$ cat src/verilog/dram_mode_pkg.sv
// Constants for the DRAM channel mode and refresh control block.
// Assumes a 20 MHz hub clock; register offsets are byte addresses.
// Summary of operation
// - refresh_rate_select 000 off, 001..100 give 15.6/7.8/3.9/1.95 us.
// - refresh_rate_select 111 gives fast refresh, one refresh per 64 clocks.
// - CKE outputs held low while reset is active.
// - After reset CKE stays low until special_command_mode written nonzero.
// - Suspend flushes pending commands, then puts ranks in self-refresh.
// - Resume resets the hub, clearing mode and holding CKE low.
// - C3 or S1 entry flushes commands and enters self-refresh on request.
// - Return to normal leaves self-refresh automatically without software.
// - Mode 001 turns host accesses into NOP, 010 into all-bank precharge.
// - Mode 011 gives mode register set, 100 extended; host address used.
// - Mode 110 turns host accesses into CBR refresh cycles.
// - Mode 111 gives normal read and write operation.
package dram_mode_pkg;
  localparam logic [11:0] MODE_CTRL_OFFSET = 12'h120;
  localparam int          INIT_DONE_BIT    = 29;
  localparam int          RATE_LSB         = 8;
  localparam int          MODE_LSB         = 4;
  localparam logic [31:0] MODE_CTRL_RESET  = 32'h0000_0000;
  localparam logic [31:0] MODE_CTRL_WMASK  = 32'h2000_0770;
  localparam int          CLK_MHZ          = 20;
  // Intervals in nanoseconds; counts round down so refresh never runs late
  localparam int          T_REF1_NS        = 15600;
  localparam int          T_REF2_NS        = 7800;
  localparam int          T_REF3_NS        = 3900;
  localparam int          T_REF4_NS        = 1950;
  localparam int          CNT_REF1 = T_REF1_NS * CLK_MHZ / 1000;
  localparam int          CNT_REF2 = T_REF2_NS * CLK_MHZ / 1000;
  localparam int          CNT_REF3 = T_REF3_NS * CLK_MHZ / 1000;
  localparam int          CNT_REF4 = T_REF4_NS * CLK_MHZ / 1000;
  localparam int          CNT_FAST = 64;
  localparam int          RCNT_W   = 10;
  localparam int          QCNT_W   = 4;
  localparam int          RANKS    = 4;

  localparam logic [2:0] RATE_OFF  = 3'h0;
  localparam logic [2:0] RATE_156  = 3'h1;
  localparam logic [2:0] RATE_78   = 3'h2;
  localparam logic [2:0] RATE_39   = 3'h3;
  localparam logic [2:0] RATE_195  = 3'h4;
  localparam logic [2:0] RATE_FAST = 3'h7;

  typedef enum logic [2:0] {
    SCM_POST_RESET = 3'h0,
    SCM_NOP        = 3'h1,
    SCM_PRECHARGE  = 3'h2,
    SCM_MRS        = 3'h3,
    SCM_EMRS       = 3'h4,
    SCM_RSVD       = 3'h5,
    SCM_CBR        = 3'h6,
    SCM_NORMAL     = 3'h7
  } scm_t;

  typedef enum logic [2:0] {
    CMD_NONE  = 3'h0,
    CMD_NOP   = 3'h1,
    CMD_PREA  = 3'h2,
    CMD_MRS   = 3'h3,
    CMD_EMRS  = 3'h4,
    CMD_REF   = 3'h5,
    CMD_RDWR  = 3'h6
  } dram_cmd_t;
endpackage

$ cat src/verilog/refresh_timer.sv
// Refresh interval timer driven by the selected refresh rate.
// Assumes rate comes from a register on the same clock.
`timescale 1ns/100ps
`default_nettype none
module refresh_timer
  import dram_mode_pkg::*;
(
  input  wire logic       clk,
  input  wire logic       rstn,
  input  wire logic [2:0] rate,
  output logic            tick
);
  logic [RCNT_W-1:0] cnt_reg;
  logic [RCNT_W-1:0] cnt_next;
  logic [2:0]        rate_reg;
  logic [2:0]        rate_next;
  logic              tick_next;
  logic [RCNT_W-1:0] reload;

  always_comb
  begin
    unique case (rate)
      RATE_156:  reload = RCNT_W'(CNT_REF1 - 1);
      RATE_78:   reload = RCNT_W'(CNT_REF2 - 1);
      RATE_39:   reload = RCNT_W'(CNT_REF3 - 1);
      RATE_195:  reload = RCNT_W'(CNT_REF4 - 1);
      RATE_FAST: reload = RCNT_W'(CNT_FAST - 1);
      default:   reload = '0;
    endcase
    rate_next = rate;
    tick_next = 1'b0;
    cnt_next  = cnt_reg;
    // Reserved codes behave as refresh disabled
    if (reload == '0)
      cnt_next = '0;
    else if (rate != rate_reg)
      cnt_next = reload;
    else if (cnt_reg == '0)
    begin
      cnt_next  = reload;
      tick_next = 1'b1;
    end
    else
      cnt_next = cnt_reg - 1'b1;
  end

  always_ff @(posedge clk or negedge rstn)
  begin
    if (!rstn)
    begin
      cnt_reg  <= '0;
      rate_reg <= 3'h0;
      tick     <= 1'b0;
    end
    else
    begin
      cnt_reg  <= cnt_next;
      rate_reg <= rate_next;
      tick     <= tick_next;
    end
  end

  property p_fast_period;
    @(posedge clk) disable iff (!rstn)
      (tick && rate == RATE_FAST && $stable(rate)) ##1 (rate == RATE_FAST)
        [*8] |-> !tick;
  endproperty
  a_fast_period: assert property (p_fast_period)
    else $error("fast refresh tick too early");

  property p_off_no_tick;
    @(posedge clk) disable iff (!rstn)
      (rate == RATE_OFF) [*2] |=> !tick;
  endproperty
  a_off_no_tick: assert property (p_off_no_tick)
    else $error("refresh tick while refresh disabled");
endmodule
`default_nettype wire

$ cat src/verilog/dram_mode_ctrl.sv
// Channel 0 DRAM mode control: mode register, CKE, self-refresh, command map.
// Assumes the hub register port, host request and power signals are on clk;
// power-state requests from other logic are synchronised here anyway.
`timescale 1ns/100ps
`default_nettype none
module dram_mode_ctrl
  import dram_mode_pkg::*;
(
  input  wire logic             clk,
  input  wire logic             rstn,
  input  wire logic             reg_wr,
  input  wire logic             reg_rd,
  input  wire logic [11:0]      reg_addr,
  input  wire logic [31:0]      reg_wdata,
  output logic      [31:0]      reg_rdata,
  input  wire logic             suspend_req,
  input  wire logic             lowpower_req,
  input  wire logic             host_req,
  input  wire logic             host_we,
  input  wire logic [13:0]      host_addr,
  input  wire logic             cmd_ack,
  output logic                  host_ack,
  output logic      [RANKS-1:0] cke,
  output logic                  dram_cmd_valid,
  output logic      [2:0]       dram_cmd,
  output logic                  dram_cmd_we,
  output logic      [13:0]      dram_addr,
  output logic                  self_refresh,
  output logic      [QCNT_W-1:0] refresh_pending,
  output logic                  init_done_flag
);
  typedef enum logic [1:0] {PW_RUN, PW_FLUSH, PW_SREF} pw_t;

  logic [2:0]        refresh_rate_select_reg, refresh_rate_select_next;
  scm_t              special_command_mode_reg, special_command_mode_next;
  logic              init_done_next;
  logic              cke_on_reg, cke_on_next;
  pw_t               pw_reg, pw_next;
  logic [1:0]        susp_sync, lp_sync;
  logic              sr_req;
  logic              tick;
  logic [QCNT_W-1:0] rq_next;
  logic              cmd_busy_next, host_ack_next, sref_next, cmd_we_next;
  logic [2:0]        cmd_next;
  logic [13:0]       daddr_next;
  logic [RANKS-1:0]  cke_next;
  logic [31:0]       rdata_next;
  logic              wr_hit, issue_ref, issue_host;

  refresh_timer refresh_timer_i (
    .clk  (clk),
    .rstn (rstn),
    .rate (refresh_rate_select_reg),
    .tick (tick)
  );

  // Suspend and C3/S1 requests come from another power domain controller
  always_ff @(posedge clk or negedge rstn)
  begin
    if (!rstn)
    begin
      susp_sync <= 2'h0;
      lp_sync   <= 2'h0;
    end
    else
    begin
      susp_sync <= {susp_sync[0], suspend_req};
      lp_sync   <= {lp_sync[0], lowpower_req};
    end
  end
  assign sr_req = susp_sync[1] | lp_sync[1];

  assign wr_hit = reg_wr && (reg_addr == MODE_CTRL_OFFSET);

  // Register file and CKE enable
  always_comb
  begin
    refresh_rate_select_next  = refresh_rate_select_reg;
    special_command_mode_next = special_command_mode_reg;
    init_done_next            = init_done_flag;
    cke_on_next               = cke_on_reg;
    if (wr_hit)
    begin
      refresh_rate_select_next  = reg_wdata[RATE_LSB +: 3];
      special_command_mode_next = scm_t'(reg_wdata[MODE_LSB +: 3]);
      init_done_next            = reg_wdata[INIT_DONE_BIT];
      if (reg_wdata[MODE_LSB +: 3] != 3'h0)
        cke_on_next = 1'b1;
    end
    rdata_next = '0;
    if (reg_rd && reg_addr == MODE_CTRL_OFFSET)
    begin
      rdata_next[INIT_DONE_BIT]   = init_done_flag;
      rdata_next[RATE_LSB +: 3]   = refresh_rate_select_reg;
      rdata_next[MODE_LSB +: 3]   = special_command_mode_reg;
    end
  end

  // Power state: wait for in-flight command, then self-refresh
  always_comb
  begin
    pw_next = pw_reg;
    unique case (pw_reg)
      PW_RUN:   if (sr_req) pw_next = PW_FLUSH;
      PW_FLUSH: if (!dram_cmd_valid && refresh_pending == '0)
                  pw_next = PW_SREF;
      PW_SREF:  if (!sr_req) pw_next = PW_RUN;
    endcase
    sref_next = (pw_next == PW_SREF);
  end

  // Command issue: refresh has priority over host accesses
  always_comb
  begin
    issue_ref  = 1'b0;
    issue_host = 1'b0;
    rq_next    = refresh_pending;
    cmd_busy_next = dram_cmd_valid && !cmd_ack;
    cmd_next   = dram_cmd;
    cmd_we_next = dram_cmd_we;
    daddr_next = dram_addr;
    host_ack_next = 1'b0;
    if (!cmd_busy_next && pw_reg != PW_SREF && cke_on_reg)
    begin
      if (refresh_pending != '0)
        issue_ref = 1'b1;
      else if (host_req && pw_reg == PW_RUN && !host_ack)
        issue_host = 1'b1;
    end
    if (tick && refresh_pending != {QCNT_W{1'b1}})
      rq_next = rq_next + 1'b1;
    if (issue_ref)
    begin
      rq_next = rq_next - 1'b1;
      cmd_busy_next = 1'b1;
      cmd_next = CMD_REF;
      cmd_we_next = 1'b0;
    end
    if (issue_host)
    begin
      cmd_busy_next = 1'b1;
      host_ack_next = 1'b1;
      cmd_we_next = host_we;
      daddr_next  = host_addr;
      unique case (special_command_mode_reg)
        SCM_NOP:       cmd_next = CMD_NOP;
        SCM_PRECHARGE: cmd_next = CMD_PREA;
        SCM_MRS:       cmd_next = CMD_MRS;
        SCM_EMRS:      cmd_next = CMD_EMRS;
        SCM_CBR:       cmd_next = CMD_REF;
        SCM_NORMAL:    cmd_next = CMD_RDWR;
        default:
        begin
          // Reserved mode and post-reset state issue nothing
          cmd_next      = CMD_NONE;
          cmd_busy_next = 1'b0;
        end
      endcase
    end
    cke_next = {RANKS{cke_on_reg && !sref_next}};
  end

  // Resume from suspend arrives as a hub reset, so rstn covers it
  always_ff @(posedge clk or negedge rstn)
  begin
    if (!rstn)
    begin
      refresh_rate_select_reg  <= MODE_CTRL_RESET[RATE_LSB +: 3];
      special_command_mode_reg <= SCM_POST_RESET;
      init_done_flag           <= MODE_CTRL_RESET[INIT_DONE_BIT];
      cke_on_reg               <= 1'b0;
      pw_reg                   <= PW_RUN;
      self_refresh             <= 1'b0;
      refresh_pending          <= '0;
      dram_cmd_valid           <= 1'b0;
      dram_cmd                 <= CMD_NONE;
      dram_cmd_we              <= 1'b0;
      dram_addr                <= '0;
      host_ack                 <= 1'b0;
      cke                      <= '0;
      reg_rdata                <= '0;
    end
    else
    begin
      refresh_rate_select_reg  <= refresh_rate_select_next;
      special_command_mode_reg <= special_command_mode_next;
      init_done_flag           <= init_done_next;
      cke_on_reg               <= cke_on_next;
      pw_reg                   <= pw_next;
      self_refresh             <= sref_next;
      refresh_pending          <= rq_next;
      dram_cmd_valid           <= cmd_busy_next;
      dram_cmd                 <= cmd_next;
      dram_cmd_we              <= cmd_we_next;
      dram_addr                <= daddr_next;
      host_ack                 <= host_ack_next;
      cke                      <= cke_next;
      reg_rdata                <= rdata_next;
    end
  end

  property p_cke_low_until_mode;
    @(posedge clk) disable iff (!rstn)
      (special_command_mode_reg == SCM_POST_RESET && !cke_on_reg)
        |-> cke == '0;
  endproperty
  a_cke_low_until_mode: assert property (p_cke_low_until_mode)
    else $error("cke raised before mode written");

  property p_cke_rises_on_write;
    @(posedge clk) disable iff (!rstn)
      (wr_hit && reg_wdata[MODE_LSB +: 3] != 3'h0 && !sr_req &&
       pw_reg == PW_RUN) |-> ##2 (cke == {RANKS{1'b1}});
  endproperty
  a_cke_rises_on_write: assert property (p_cke_rises_on_write)
    else $error("cke not raised after mode write");

  property p_sref_after_flush;
    @(posedge clk) disable iff (!rstn)
      $rose(self_refresh) |-> (cke == '0 || !cke_on_reg) ##0 !dram_cmd_valid;
  endproperty
  a_sref_after_flush: assert property (p_sref_after_flush)
    else $error("self refresh entered with command pending");

  property p_sref_cke;
    @(posedge clk) disable iff (!rstn)
      self_refresh |-> cke == '0;
  endproperty
  a_sref_cke: assert property (p_sref_cke)
    else $error("cke high during self refresh");

  property p_exit_sref;
    @(posedge clk) disable iff (!rstn)
      (self_refresh && !sr_req) |=> !self_refresh;
  endproperty
  a_exit_sref: assert property (p_exit_sref)
    else $error("self refresh not left on return");

  property p_cmd_map;
    @(posedge clk) disable iff (!rstn)
      (issue_host && special_command_mode_reg == SCM_MRS) |=>
        dram_cmd == CMD_MRS && dram_addr == $past(host_addr);
  endproperty
  a_cmd_map: assert property (p_cmd_map)
    else $error("mode register set not issued");

  property p_nop_map;
    @(posedge clk) disable iff (!rstn)
      (issue_host && special_command_mode_reg == SCM_NOP) |=>
        dram_cmd == CMD_NOP && host_ack;
  endproperty
  a_nop_map: assert property (p_nop_map)
    else $error("nop not issued");

  property p_init_flag;
    @(posedge clk) disable iff (!rstn)
      wr_hit |=> init_done_flag == $past(reg_wdata[INIT_DONE_BIT]);
  endproperty
  a_init_flag: assert property (p_init_flag)
    else $error("init flag not stored");
endmodule
`default_nettype wire

$ cat config.mk
export PLATFORM = sky130hd
export DESIGN_NAME = dram_mode_ctrl
export DESIGN_NICKNAME = d
export VERILOG_FILES = /design/src/verilog/dram_mode_pkg.sv /design/src/verilog/refresh_timer.sv /design/src/verilog/dram_mode_ctrl.sv
export SDC_FILE = /design/constraint.sdc
export NUM_CORES = 1
export LEC_CHECK = 0
export BUFFER_PORTS_ARGS = -buffer_cell sky130_fd_sc_hd__buf_2
export CAP_MARGIN = 15
export CORE_ASPECT_RATIO = 1.1
export CORE_MARGIN = 3
export CORE_UTILIZATION = 50
export CTS_CLUSTER_DIAMETER = 120
export DETAILED_ROUTE_END_ITERATION = 16
export PLACE_DENSITY = 0.81
export SETUP_SLACK_MARGIN = 0.5
export SLEW_MARGIN = 30
export SYNTH_ARGS = -nofsm -noshare
export SYNTH_HDL_FRONTEND = slang
export SYNTH_SLANG_ARGS = --single-unit
$ cat constraint.sdc
create_clock -name clk -period 6.2 [get_ports clk]
set_clock_uncertainty 0.2 [all_clocks]
set_input_delay 0.62 -clock clk [delete_from_list [all_inputs] [get_ports clk]]
set_output_delay 0.62 -clock clk [all_outputs]
set_load 0.005 [all_outputs]
==> parameters.txt, run 1 <==
Parameter                              Value

Timing
  Final sum of negative setup slack    0 ns
  Peak clock frequency supported by timing    roughly 0.40 GHz
  Minimum clock period    2.48 ns
  Final-report max-slew violation count    0
  Hold violation count in the final report    0
  Unrepaired setup endpoints after global routing    false
  Post-route fraction of the period consumed by the critical path    40.0%
  Max-Slew Margin vs Limit    49.1%
  Slew at the pin with the worst max-slew slack    0.764 ns
  Setup violators final    0

Synthesis
  Synth Flop Type    dfrtp_1
  Netlist Area Pre-Place    slightly above 3000 um2
  Post-synthesis instance total    268
  Synthesized area per cell    11.4 um2
  Fraction of the yosys area taken by sequential cells    49.9%
  Share of flip-flops with an asynchronous set or reset after synthesis    100%
  Post-synth EDFFs    0
  Synthesis Warnings    0
  Number of library cell types mapped by synthesis    51
  #FFs+latches synth    61

Worst setup path
  Master of the slowest instance on the critical path    or4b_1
  Data required time of the worst path    6.23 ns
  Longest individual stage delay on the worst path    roughly 0.54 ns
  Flop-to-flop setup slack    roughly 3.7 ns
  Kind of end point of the critical path    flop
  RR Startpoint    refresh_timer_i.cnt_reg[0]$_DFF_PN0_
  R2r endpoint    refresh_timer_i.cnt_reg[5]$_DFF_PN0_
  R2r worst-path depth    6
  Type of element launching the critical path    flop
  Worst setup path startpoint    refresh_timer_i.cnt_reg[0]$_DFF_PN0_
  Data arrival time at the worst-slack endpoint    roughly 2.5 ns
  Critical setup path kind    reg -> reg
  Largest fanout on the critical path    5
  Cells along the critical path    inv_1 -> ha_1 -> or4b_1 -> nor3_1 -> nor2_1 -> a211oi_1

Clock network
  Library cell used as clock root buffer    clkbuf_8
  Post-cts gate resize count    0
  Maximum buffer depth of the clock tree    2
  Number of CTS-inserted buffers    9
  Count of buffers added by post-CTS timing repair for setup    0
  Clock tree from TritonCTS    built
  CTS Hold Buffers Added    0
  Later-pin clock latency in the skew report    approximately 0.34 ns
  Clock slew at reported path FFs    about 0.080 ns
  Deepest level of the CTS H-tree    3
  Number of clock sinks seen by CTS    61

Placement
  HPWL reported at the end of detailed placement    around 4600 um
  Standard cell area after detailed placement    about 3400 um2
  Port-buffer cells    78
  Global placer's final weighted congestion    approximately 0.85

Routing
  Post-route ant nets    0
  Wirelength, routed    6230 um
  Via count of the routed design    about 2200
  Vias per inst    5.20
  Per-cell routed wire length    14.5 um
  Detailed Routing Iterations Pass 1    4
  Number of violations reported at the end of detailed-routing iteration 0    a little under 90
  DRC errors left    0

Final layout
  Area growth from synthesis to final layout    17.0%
  Final instance area    between 3000 and 4000 um2
  Count of fill cells added during filler insertion    468
  Total inserted antenna cells    0
  Number of nets in the finished design    422
  Flip-flop count of the largest register after layout    14
  Fraction of final layout cells with drive strength greater than 1    a little over a third

Min path
  Start point of the worst min-delay path    lp_sync[0]$_DFF_PN0_
  Min-Delay Path Class    reg -> reg
  Hold path depth    0
  Worst hold endpoint    lp_sync[1]$_DFF_PN0_

Power
  Leakage power    0.00189 uW
  Power density cells    256 nW/um2
  Max IR drop VDD    0.164 mV

GRT
  Remaining global-route overflow    0
  GRT Overall Usage    roughly 18%
  Number of global-route vias before repair    2086
  Number of antenna violations at the first check in global routing    0
  Pin count of the biggest net entering global routing    a little over 60
  First-pass GRT wire length    9630 um

Floorplan
  Horizontal die dimension    between 80 and 90 um
  Overall die area    around 7100 um2
  Placement Rows    29
  Initial Utilization    roughly 52%
  Vert. Die Dim    88.1 um
  Core area    between 5000 and 6000 um2
  Ports placed on the boundary    between 100 and 150

Job
  Max-capacitance violation count    0

Outcome
  Result of the run    finished, final reports clean
[synthesized netlist by cell type, types with 2 or more instances]
cell,instances,area [um2]
a21oi_1,10,50.1
o21ai_0,7,35.0
and3_1,10,62.6
xnor2_1,11,96.3
o21a_1,2,15.0
nand3_1,7,35.0
nand2_1,5,18.8
dfrtp_1,61,1530
nor2b_1,4,25.0
a211o_1,2,17.5
a211oi_1,5,37.5
nor4_1,5,31.3
ha_1,7,87.6
a311oi_1,2,17.5
a21boi_0,2,15.0
nor3_1,9,45.0
nor4b_1,2,17.5
mux2i_1,3,30.0
or3_1,3,18.8
clkbuf_1,7,26.3
mux2_4,5,75.1
a22o_1,2,17.5
buf_4,28,210
nor2_1,9,33.8
nor3b_1,3,22.5
nand4b_1,2,17.5
mux2_2,17,191
xor2_1,3,26.3
inv_1,12,45.0
o211ai_1,2,15.0
[layer usage]
layer  part of all wire, %  vias to the layer above  global-route usage (%)
met5                     0                        -                       0
li1                      -                     1064                       -
met3                   5.6                        7                    3.70
met1                    43                     1087                    23.9
met4                   1.5                        0                    7.68
met2                    50                       72                    28.4
[worst max-delay path by stage]
stage / endpoint / depth (start not counted)
after global placement: refresh_rate_select_reg[2]$_DFFE_PN0P_ / 5
after global routing: refresh_timer_i.cnt_reg[1]$_DFF_PN0_ / 6
after detailed placement: special_command_mode_reg[0]$_DFFE_PN0P_ / 5
final: refresh_timer_i.cnt_reg[5]$_DFF_PN0_ / 6
after CTS: refresh_timer_i.cnt_reg[2]$_DFF_PN0_ / 6
after floorplan: dram_addr[0]$_DFFE_PN0P_ / 6
[final cells by class]
type                            instances  area, um2  area share, %
Sequential cell                        61       1530           42.6
Multi-Input combinational cell        183       1330           37.2
Timing Repair Buffer                   80        405           11.3
Clock buffer                            9        124           3.46
Tap cell                               77       96.3           2.69
Clock inverter                          7       51.3           1.43
Inverter                               12       45.0           1.26
[power by group]
part / internal, uW / total (uW) / switching (uW)
registers: 418 / 439 / 21.5
clock network: 146 / 307 / 161
logic: 75.9 / 169 / 92.7
[stage by stage]
step	instances	hold slack [ns]	power (uW)	utilization, %	worst slack, ns
global route	429	0.160	968	61.3	3.55
finish	429	0.152	915	61.3	3.72
floorplan	292	0.124	565	-	3.77
CTS	429	0.152	924	61.3	3.74
detailed placement	413	0.135	616	58.3	3.53
global placement	413	0.135	605	58.3	3.55
[worst max-delay path: cells and delay by family, from the launching register on]
| family | cells | cell delay, ns |
|---|---|---|
| AND/OR/NAND/NOR | 3 | 1.15 |
| flip-flops | 1 | 0.43 |
| AO/OA/AOI/OAI | 1 | 0.29 |
| adder cells (fa/ha/maj) | 1 | 0.21 |
| buffers and inverters | 1 | 0.10 |
[placed cells by master, fill, tap and decap left out, types with 3 or more instances in the layout]
master | Yosys | routed
a211oi_1 | 5 | 5
a21oi_1 | 10 | 10
and3_1 | 10 | 10
buf_2 | 0 | 78
clkbuf_8 | 0 | 9
conb_1 | 1 | 25
dfrtp_1 | 61 | 61
ha_1 | 7 | 7
inv_1 | 12 | 12
mux2_2 | 17 | 17
mux2_4 | 5 | 5
mux2i_1 | 3 | 3
nand2_1 | 5 | 5
nand3_1 | 7 | 7
nor2_1 | 9 | 9
nor2b_1 | 4 | 4
nor3_1 | 9 | 9
nor3b_1 | 3 | 3
nor4_1 | 5 | 5
o21ai_0 | 7 | 7
or3_1 | 3 | 3
xnor2_1 | 11 | 11
xor2_1 | 3 | 3
[kinds of logic after synthesis]
kind of cell,Yosys count,share of synthesized area (%)
AND/OR/NAND/NOR,70,14.2
flip-flops,61,49.9
buffers and inverters,48,9.57
AO/OA/AOI/OAI,41,8.99
multiplexers,25,9.69
XOR/XNOR,14,4.01
adder cells (fa/ha/maj),8,3.52
other,1,0.123
No activity file was read; power rests on OpenSTA's default activity.
==> inputs of run 2 (changes only) <==
- ABC_AREA: not set -> 1
- CORE_UTILIZATION: 50 -> 49
- PLACE_DENSITY: 0.81 -> 0.79
- clock period: 6.2 -> 2.5 ns (I/O delays scaled with it)
==> run 2 against run 1 <==
Compared with the run above:
- power rose to 2.9 times the previous value
- combinational power grew to 4.0 times the previous value
- setup slack lost 3.1 ns
- critical endpoint is now refresh_timer_i.tick$_DFF_PN0_
==> parameters.txt, run 2 <==
Parameter                              Value

GRT
  First-pass GRT wire length    12000 um (+24%)
  Pin count of the biggest net entering global routing    62 (unchanged)
  Number of antenna violations at the first check in global routing    0 (unchanged)
  Number of global-route vias before repair    2722 (+30%)
  Remaining global-route overflow    0 (unchanged)
  GRT Overall Usage    19.6% (+1.7 points)

Worst setup path
  Kind of end point of the critical path    flop
  Flop-to-flop setup slack    0.63 ns (-3.09 ns)
  Data arrival time at the worst-slack endpoint    1.89 ns (-0.62 ns)
  Longest individual stage delay on the worst path    0.46 ns (-0.08 ns)
  Master of the slowest instance on the critical path    dfrtp_2
  Buffers plus inverters on the worst setup path    2 (+1)
  Cells along the critical path    inv_2 -> fa_1 -> nor2_2 -> nand4_4 -> inv_1 -> nor3_1
  Critical setup path kind    reg -> reg
  Type of element launching the critical path    flop
  Worst setup path startpoint    refresh_rate_select_reg[1]$_DFFE_PN0P_
  Worst path top cell family by delay    flip-flops
  R2r worst-path depth    6 (unchanged)
  Largest fanout on the critical path    10 (+5)
  R2r endpoint    refresh_timer_i.tick$_DFF_PN0_
  RR Startpoint    refresh_rate_select_reg[1]$_DFFE_PN0P_
  Data required time of the worst path    2.52 ns (-3.71 ns)

Routing
  Via count of the routed design    2779 (+25%)
  DRC errors left    0 (unchanged)
  Post-route ant nets    0 (unchanged)
  Per-cell routed wire length    11.7 um (-20%)
  Detailed Routing Iterations Pass 1    4 (unchanged)
  Vias per inst    4.69 (-9.8%)
  Number of violations reported at the end of detailed-routing iteration 0    103 (+17%)
  Wirelength, routed    6910 um (+11%)

Floorplan
  Placement Rows    30 (+3.4%)
  Ports placed on the boundary    129 (unchanged)
  Vert. Die Dim    90.6 um (+2.9%)
  Overall die area    7510 um2 (+5.8%)
  Core area    6230 um2 (+6.7%)
  Horizontal die dimension    82.9 um (+2.8%)
  Initial Utilization    51.1% (-1.3 points)

Timing
  Final-report max-slew violation count    0 (unchanged)
  Post-route fraction of the period consumed by the critical path    74.8% (+35 points)
  Slew at the pin with the worst max-slew slack    0.735 ns (-0.0291 ns)
  Unrepaired setup endpoints after global routing    false
  Peak clock frequency supported by timing    0.534 GHz (+33%)
  Final sum of negative setup slack    0 ns (unchanged)
  Minimum clock period    1.87 ns (-0.612 ns)
  Hold violation count in the final report    0 (unchanged)
  Setup violators final    0 (unchanged)
  Max-Slew Margin vs Limit    51.0% (+1.9 points)

Clock network
  Maximum buffer depth of the clock tree    2 (unchanged)
  Deepest level of the CTS H-tree    3 (unchanged)
  Clock tree from TritonCTS    built
  Clock slew at reported path FFs    0.07 ns (about the same)
  Number of CTS-inserted buffers    9 (unchanged)
  Library cell used as clock root buffer    clkbuf_8
  Number of clock sinks seen by CTS    61 (unchanged)
  Later-pin clock latency in the skew report    0.33 ns (about the same)

Synthesis
  Post-synth EDFFs    0 (unchanged)
  Number of library cell types mapped by synthesis    30 (-41%)
  Synthesis Warnings    0 (unchanged)
  Post-synthesis instance total    396 (+48%)
  #FFs+latches synth    61 (unchanged)
  Most common library cells after synthesis    nand2_1 (131), dfrtp_1 (61), nor2_1 (43)
  Share of flip-flops with an asynchronous set or reset after synthesis    100% (unchanged)
  Area fraction of the dominant cell type after synthesis    47.9% (-2.0 points)
  Netlist Area Pre-Place    3190 um2 (+4.1%)
  Biggest area consumer among synthesized cells    dfrtp_1
  Synth Flop Type    dfrtp_1
  Synthesized area per cell    8.04 um2 (-30%)
  Top cells by area in the synthesized netlist    dfrtp_1 (48%), nand2_1 (15%), buf_4 (6.6%)
  Cell with the most instances after synthesis    nand2_1
  Fraction of the yosys area taken by sequential cells    47.9% (-2.0 points)

Final layout
  Number of nets in the finished design    583 (+38%)
  Count of fill cells added during filler insertion    526 (+12%)
  Final cell utilization of the core    64.5% (+3.2 points)
  Most frequent cells in the layout    nand2_1 (131), buf_2 (78), dfrtp_1 (57)
  Area growth from synthesis to final layout    26.1%
  Most common cell after layout, fill and taps aside    nand2_1
  Fraction of final layout cells with drive strength greater than 1    24.8% (-10 points)
  Flip-flop count of the largest register after layout    14 (unchanged)
  Total inserted antenna cells    0 (unchanged)

Power
  Max IR drop VDD    0.429 mV (+160%)
  Leakage power    0.00228 uW (+21%)
  Power density cells    666 nW/um2 (+160%)

Outcome
  Result of the run    finished, final reports clean

Placement
  Port-buffer cells    78 (unchanged)
  Global placer's final weighted congestion    0.858 (+0.76%)
  HPWL reported at the end of detailed placement    4850 um (+5.2%)

Min path
  Start point of the worst min-delay path    cmd_ack
  Worst hold endpoint    dram_cmd_valid$_DFF_PN0_
  Hold path depth    4 (+4)
  Min-Delay Path Class    in -> reg

Job
  Max-capacitance violation count    0 (unchanged)
[run 2: repair_timing]
item                                    CTS  global route
pin swaps                                 0             1
resized for setup                         2             6
hold buffers                             25             0
buffers inserted                          0             2
hold endpoints to repair                 85             0
endpoints found under the setup margin   11            13
[run 2: stage by stage]
| stage | cells | hold WS (ns) | worst slack [ns] | instance area (um2) | total power (uW) |
|---|---|---|---|---|---|
| 6_report | 593 | 0.0676 | 0.629 | 4020 | 2680 |
| 2_1_floorplan | 420 | -0.246 | 0.667 | 3280 | 1630 |
| 4_1_cts | 591 | 0.0576 | 0.523 | 3990 | 2690 |
| 5_1_grt | 593 | 0.0814 | 0.492 | 4020 | 2860 |
| 3_5_place_dp | 550 | 0.136 | 0.443 | 3550 | 1870 |
| 3_3_place_gp | 550 | 0.135 | 0.483 | 3550 | 1830 |
[run 2: logic make-up (layout without fill, tap and decap cells)]
| logic type | Yosys count | in the layout | synth area share [%] |
|---|---|---|---|
| buffers and inverters | 78 | 171 | 12.9 |
| other | 1 | 25 | 0.118 |
| flip-flops | 61 | 61 | 47.9 |
| AND/OR/NAND/NOR | 222 | 222 | 30.6 |
| AO/OA/AOI/OAI | 18 | 18 | 2.91 |
| XOR/XNOR | 8 | 8 | 2.20 |
| adder cells (fa/ha/maj) | 8 | 8 | 3.38 |
[run 2: layout make-up]
type / instances / area [um2] / area share [%]
Clock buffer: 12 / 155 / 3.86
Clock inverter: 4 / 22.5 / 0.561
Inverter: 48 / 184 / 4.58
Multi-Input combinational cell: 281 / 1350 / 33.7
Sequential cell: 61 / 1530 / 38.1
Tap cell: 80 / 100 / 2.49
Timing Repair Buffer: 107 / 671 / 16.7
[run 2: worst register-to-register path, cell delays in order, from the launching register on]
cell and delay (ns):
dfrtp_2 0.46, inv_2 0.12, fa_1 0.46, nor2_2 0.17, nand4_4 0.18, inv_1 0.13
nor3_1 0.05
[run 2: worst max-delay path by stage]
stage / end / cells after the start / slack, ns
floorplan: refresh_timer_i.cnt_reg[9]$_DFF_PN0_ / 6 / 0.67
global placement: refresh_timer_i.tick$_DFF_PN0_ / 6 / 0.48
detailed placement: refresh_timer_i.cnt_reg[6]$_DFF_PN0_ / 6 / 0.44
CTS: refresh_timer_i.tick$_DFF_PN0_ / 6 / 0.52
global route: refresh_timer_i.cnt_reg[2]$_DFF_PN0_ / 6 / 0.49
finish: refresh_timer_i.tick$_DFF_PN0_ / 6 / 0.63
[run 2: where the power goes]
group | leakage [uW] | internal [uW] | switching, uW | total [uW]
logic | 0.00139 | 289 | 379 | 668
clock network | 0.0000921 | 409 | 369 | 778
registers | 0.000793 | 1120 | 112 | 1230
[run 2: metal layers]
metal	routed length, um	vias to the layer above	GRT usage, %
met4	293	0	12.7
li1	-	1386	-
met1	2810	1266	22.6
met3	388	24	5.02
met5	0	-	0
met2	3420	103	32.3
==> inputs of run 3 (changes only) <==
- ABC_AREA: 1 -> 0
- CORE_UTILIZATION: 49 -> 43
- PLACE_DENSITY: 0.79 -> 0.74
- clock period: 2.5 -> 1.7 ns (I/O delays scaled with it)
==> run 3 against run 2 <==
Compared with the run above:
- the flow now finishes with violations (hold timing, setup timing)
- register-to-register slack worse by 1.0 ns
- first-iteration DRC count is 50% higher
- sequential power is 28% higher
- combinational power is 130% higher
- clock-buffer cell count is 3 lower
- setup slack worse by 1.0 ns
- sequential share of layout area is 7.5 points lower
- global-route usage is 2.3 points higher
- via count is 0.79% higher
- design area is 24% higher
- wire length is 35% higher
- cell count is 8.6% lower
- critical endpoint is now dram_addr[13]$_DFFE_PN0P_
==> parameters.txt, run 3 (synthesized netlist as in run 1, its figures left out) <==
Parameter                              Value

Outcome
  Result of the run    finished with violations
  Failing checks    hold timing, setup timing

Power
  Leakage power    0.00253 uW (+11%)
  Max IR drop VDD    1.00 mV (+130%)
  Power density cells    888 nW/um2 (+33%)

Clock network
  CTS Hold Buffers Added    26 (+4.0%)
  Number of clock sinks seen by CTS    61 (unchanged)
  Clock tree from TritonCTS    built
  Maximum buffer depth of the clock tree    2 (unchanged)
  Deepest level of the CTS H-tree    3 (unchanged)
  Number of CTS-inserted buffers    9 (unchanged)
  Clock slew at reported path FFs    0.08 ns (about the same)
  Later-pin clock latency in the skew report    0.34 ns (about the same)
  Library cell used as clock root buffer    clkbuf_8

Timing
  Hold violation count in the final report    1 (+1)
  Final sum of negative setup slack    -11.88 ns (-11.88 ns)
  Setup violators final    39 (+39)
  Final-report max-slew violation count    0 (unchanged)
  Final worst-path setup slack    -0.398 ns (-1.03 ns)
  Minimum clock period    2.10 ns (+0.227 ns)
  Peak clock frequency supported by timing    0.477 GHz (-11%)
  Worst hold slack across all endpoints    -0.0261 ns (-0.0937 ns)
  Post-route fraction of the period consumed by the critical path    123% (+49 points)
  Unrepaired setup endpoints after global routing    true

Final layout
  Final cell utilization of the core    73.9% (+9.4 points)
  Flip-flop count of the largest register after layout    14 (unchanged)
  Fraction of final layout cells with drive strength greater than 1    55.9% (+31 points)
  Area growth from synthesis to final layout    63.0%
  Total inserted antenna cells    0 (unchanged)
  Most frequent cells in the layout    buf_2 (73), buf_4 (67), dfrtp_1 (59)
  Most common cell after layout, fill and taps aside    buf_2
  Number of nets in the finished design    530 (-9.1%)

Min path
  Min-Delay Path Class    in -> reg
  Start point of the worst min-delay path    reg_wr

Worst setup path
  Kind of end point of the critical path    flop
  Largest fanout on the critical path    15 (+5)
  Worst setup path startpoint    refresh_pending[1]$_DFF_PN0_
  Cells along the critical path    inv_2 -> ha_4 -> or3b_4 -> nor4_4 -> buf_12 -> mux2_2
  RR Startpoint    refresh_pending[1]$_DFF_PN0_
  Master of the slowest instance on the critical path    dfrtp_1
  Data arrival time at the worst-slack endpoint    2.13 ns (+0.24 ns)
  Critical setup path kind    reg -> reg
  Type of element launching the critical path    flop
  Data required time of the worst path    1.73 ns (-0.79 ns)
  Longest individual stage delay on the worst path    0.40 ns (-0.06 ns)

Floorplan
  Core area    6750 um2 (+8.3%)
  Ports placed on the boundary    129 (unchanged)
  Placement Rows    31 (+3.3%)
  Initial Utilization    45.3% (-5.8 points)
  Vert. Die Dim    94.5 um (+4.3%)
  Horizontal die dimension    86.4 um (+4.3%)
  Overall die area    8170 um2 (+8.8%)

GRT
  First-pass GRT wire length    13900 um (+16%)
  Number of global-route vias before repair    2842 (+4.4%)
  GRT Overall Usage    21.9% (+2.3 points)
  Number of antenna violations at the first check in global routing    0 (unchanged)
  Pin count of the biggest net entering global routing    27 (-56%)
  Remaining global-route overflow    0 (unchanged)

Routing
  Number of violations reported at the end of detailed-routing iteration 0    155 (+50%)
  DRC errors left    0 (unchanged)
  Per-cell routed wire length    17.3 um (+48%)
  Via count of the routed design    2801 (+0.79%)
  Detailed Routing Iterations Pass 1    5 (+1)
  Vias per inst    5.17 (+10%)
  Post-route ant nets    0 (unchanged)
  Wirelength, routed    9360 um (+35%)

Placement
  Global placer's final weighted congestion    0.834 (-2.8%)
  Port-buffer cells    78 (unchanged)
  HPWL reported at the end of detailed placement    5490 um (+13%)

Job
  Max-capacitance violation count    0 (unchanged)
## run 3: layout make-up
type	count	area (um2)
Fill cell	399	1760
Multi-Input combinational cell	183	1690
Sequential cell	61	1530
Timing Repair Buffer	188	1420
Clock buffer	9	124
Tap cell	82	103
Clock inverter	7	75.1
Inverter	12	45.0
## run 3: metal layers
| metal | vias to the layer above | global-route usage (%) | part of all wire [%] |
|---|---|---|---|
| li1 | 1283 | - | - |
| met1 | 1366 | 26.6 | 38 |
| met2 | 135 | 39.2 | 55 |
| met3 | 17 | 3.40 | 5.3 |
| met4 | 0 | 7.92 | 2.2 |
| met5 | - | 0 | 0 |
## run 3: final timing paths
check / depth (start not counted) / slack (ns) / to
max: 6 / -0.40 / dram_addr[13]$_DFFE_PN0P_
min: 3 / -0.03 / cke_on_reg$_DFFE_PN0P_
max reg2reg: 6 / -0.40 / dram_addr[13]$_DFFE_PN0P_
min reg2reg: 0 / 0.16 / susp_sync[1]$_DFF_PN0_
max in group asynchronous: 3 / 0.68 / refresh_rate_select_reg[2]$_DFFE_PN0P_
min in group asynchronous: 2 / 0.10 / susp_sync[0]$_DFF_PN0_
## run 3: stage by stage
| stage | cells | cell area (um2) | worst slack (ns) | total power [uW] |
|---|---|---|---|---|
| after floorplan | 292 | 3290 | -0.567 | 2130 |
| after global placement | 474 | 4010 | -0.456 | 2520 |
| after detailed placement | 474 | 4010 | -0.532 | 2580 |
| after CTS | 530 | 4800 | -0.375 | 4200 |
| after global routing | 542 | 4990 | -0.448 | 4640 |
| final | 542 | 4990 | -0.398 | 4430 |
## run 3: worst max-delay path, delay by kind of cell, from the launching register on
family        cells  cell delay [ns]
mux               1             0.35
flops             1             0.40
simple gates      2             0.61
fa+ha+maj         1             0.14
buf+inv           2             0.28
## run 3: power by group
| group | leakage [uW] | internal [uW] | switching [uW] | total [uW] |
|---|---|---|---|---|
| Combinational | 0.00161 | 837 | 702 | 1540 |
| Clock | 0.000104 | 684 | 629 | 1310 |
| Sequential | 0.000820 | 1520 | 51.9 | 1580 |
## run 3: timing repair
action                                  in CTS  in global routing
buffers inserted                            14                 12
gates resized for setup                     49                 19
endpoints found under the setup margin      76                 87
pin swaps                                   19                  9
endpoints found under the hold margin       92                  1
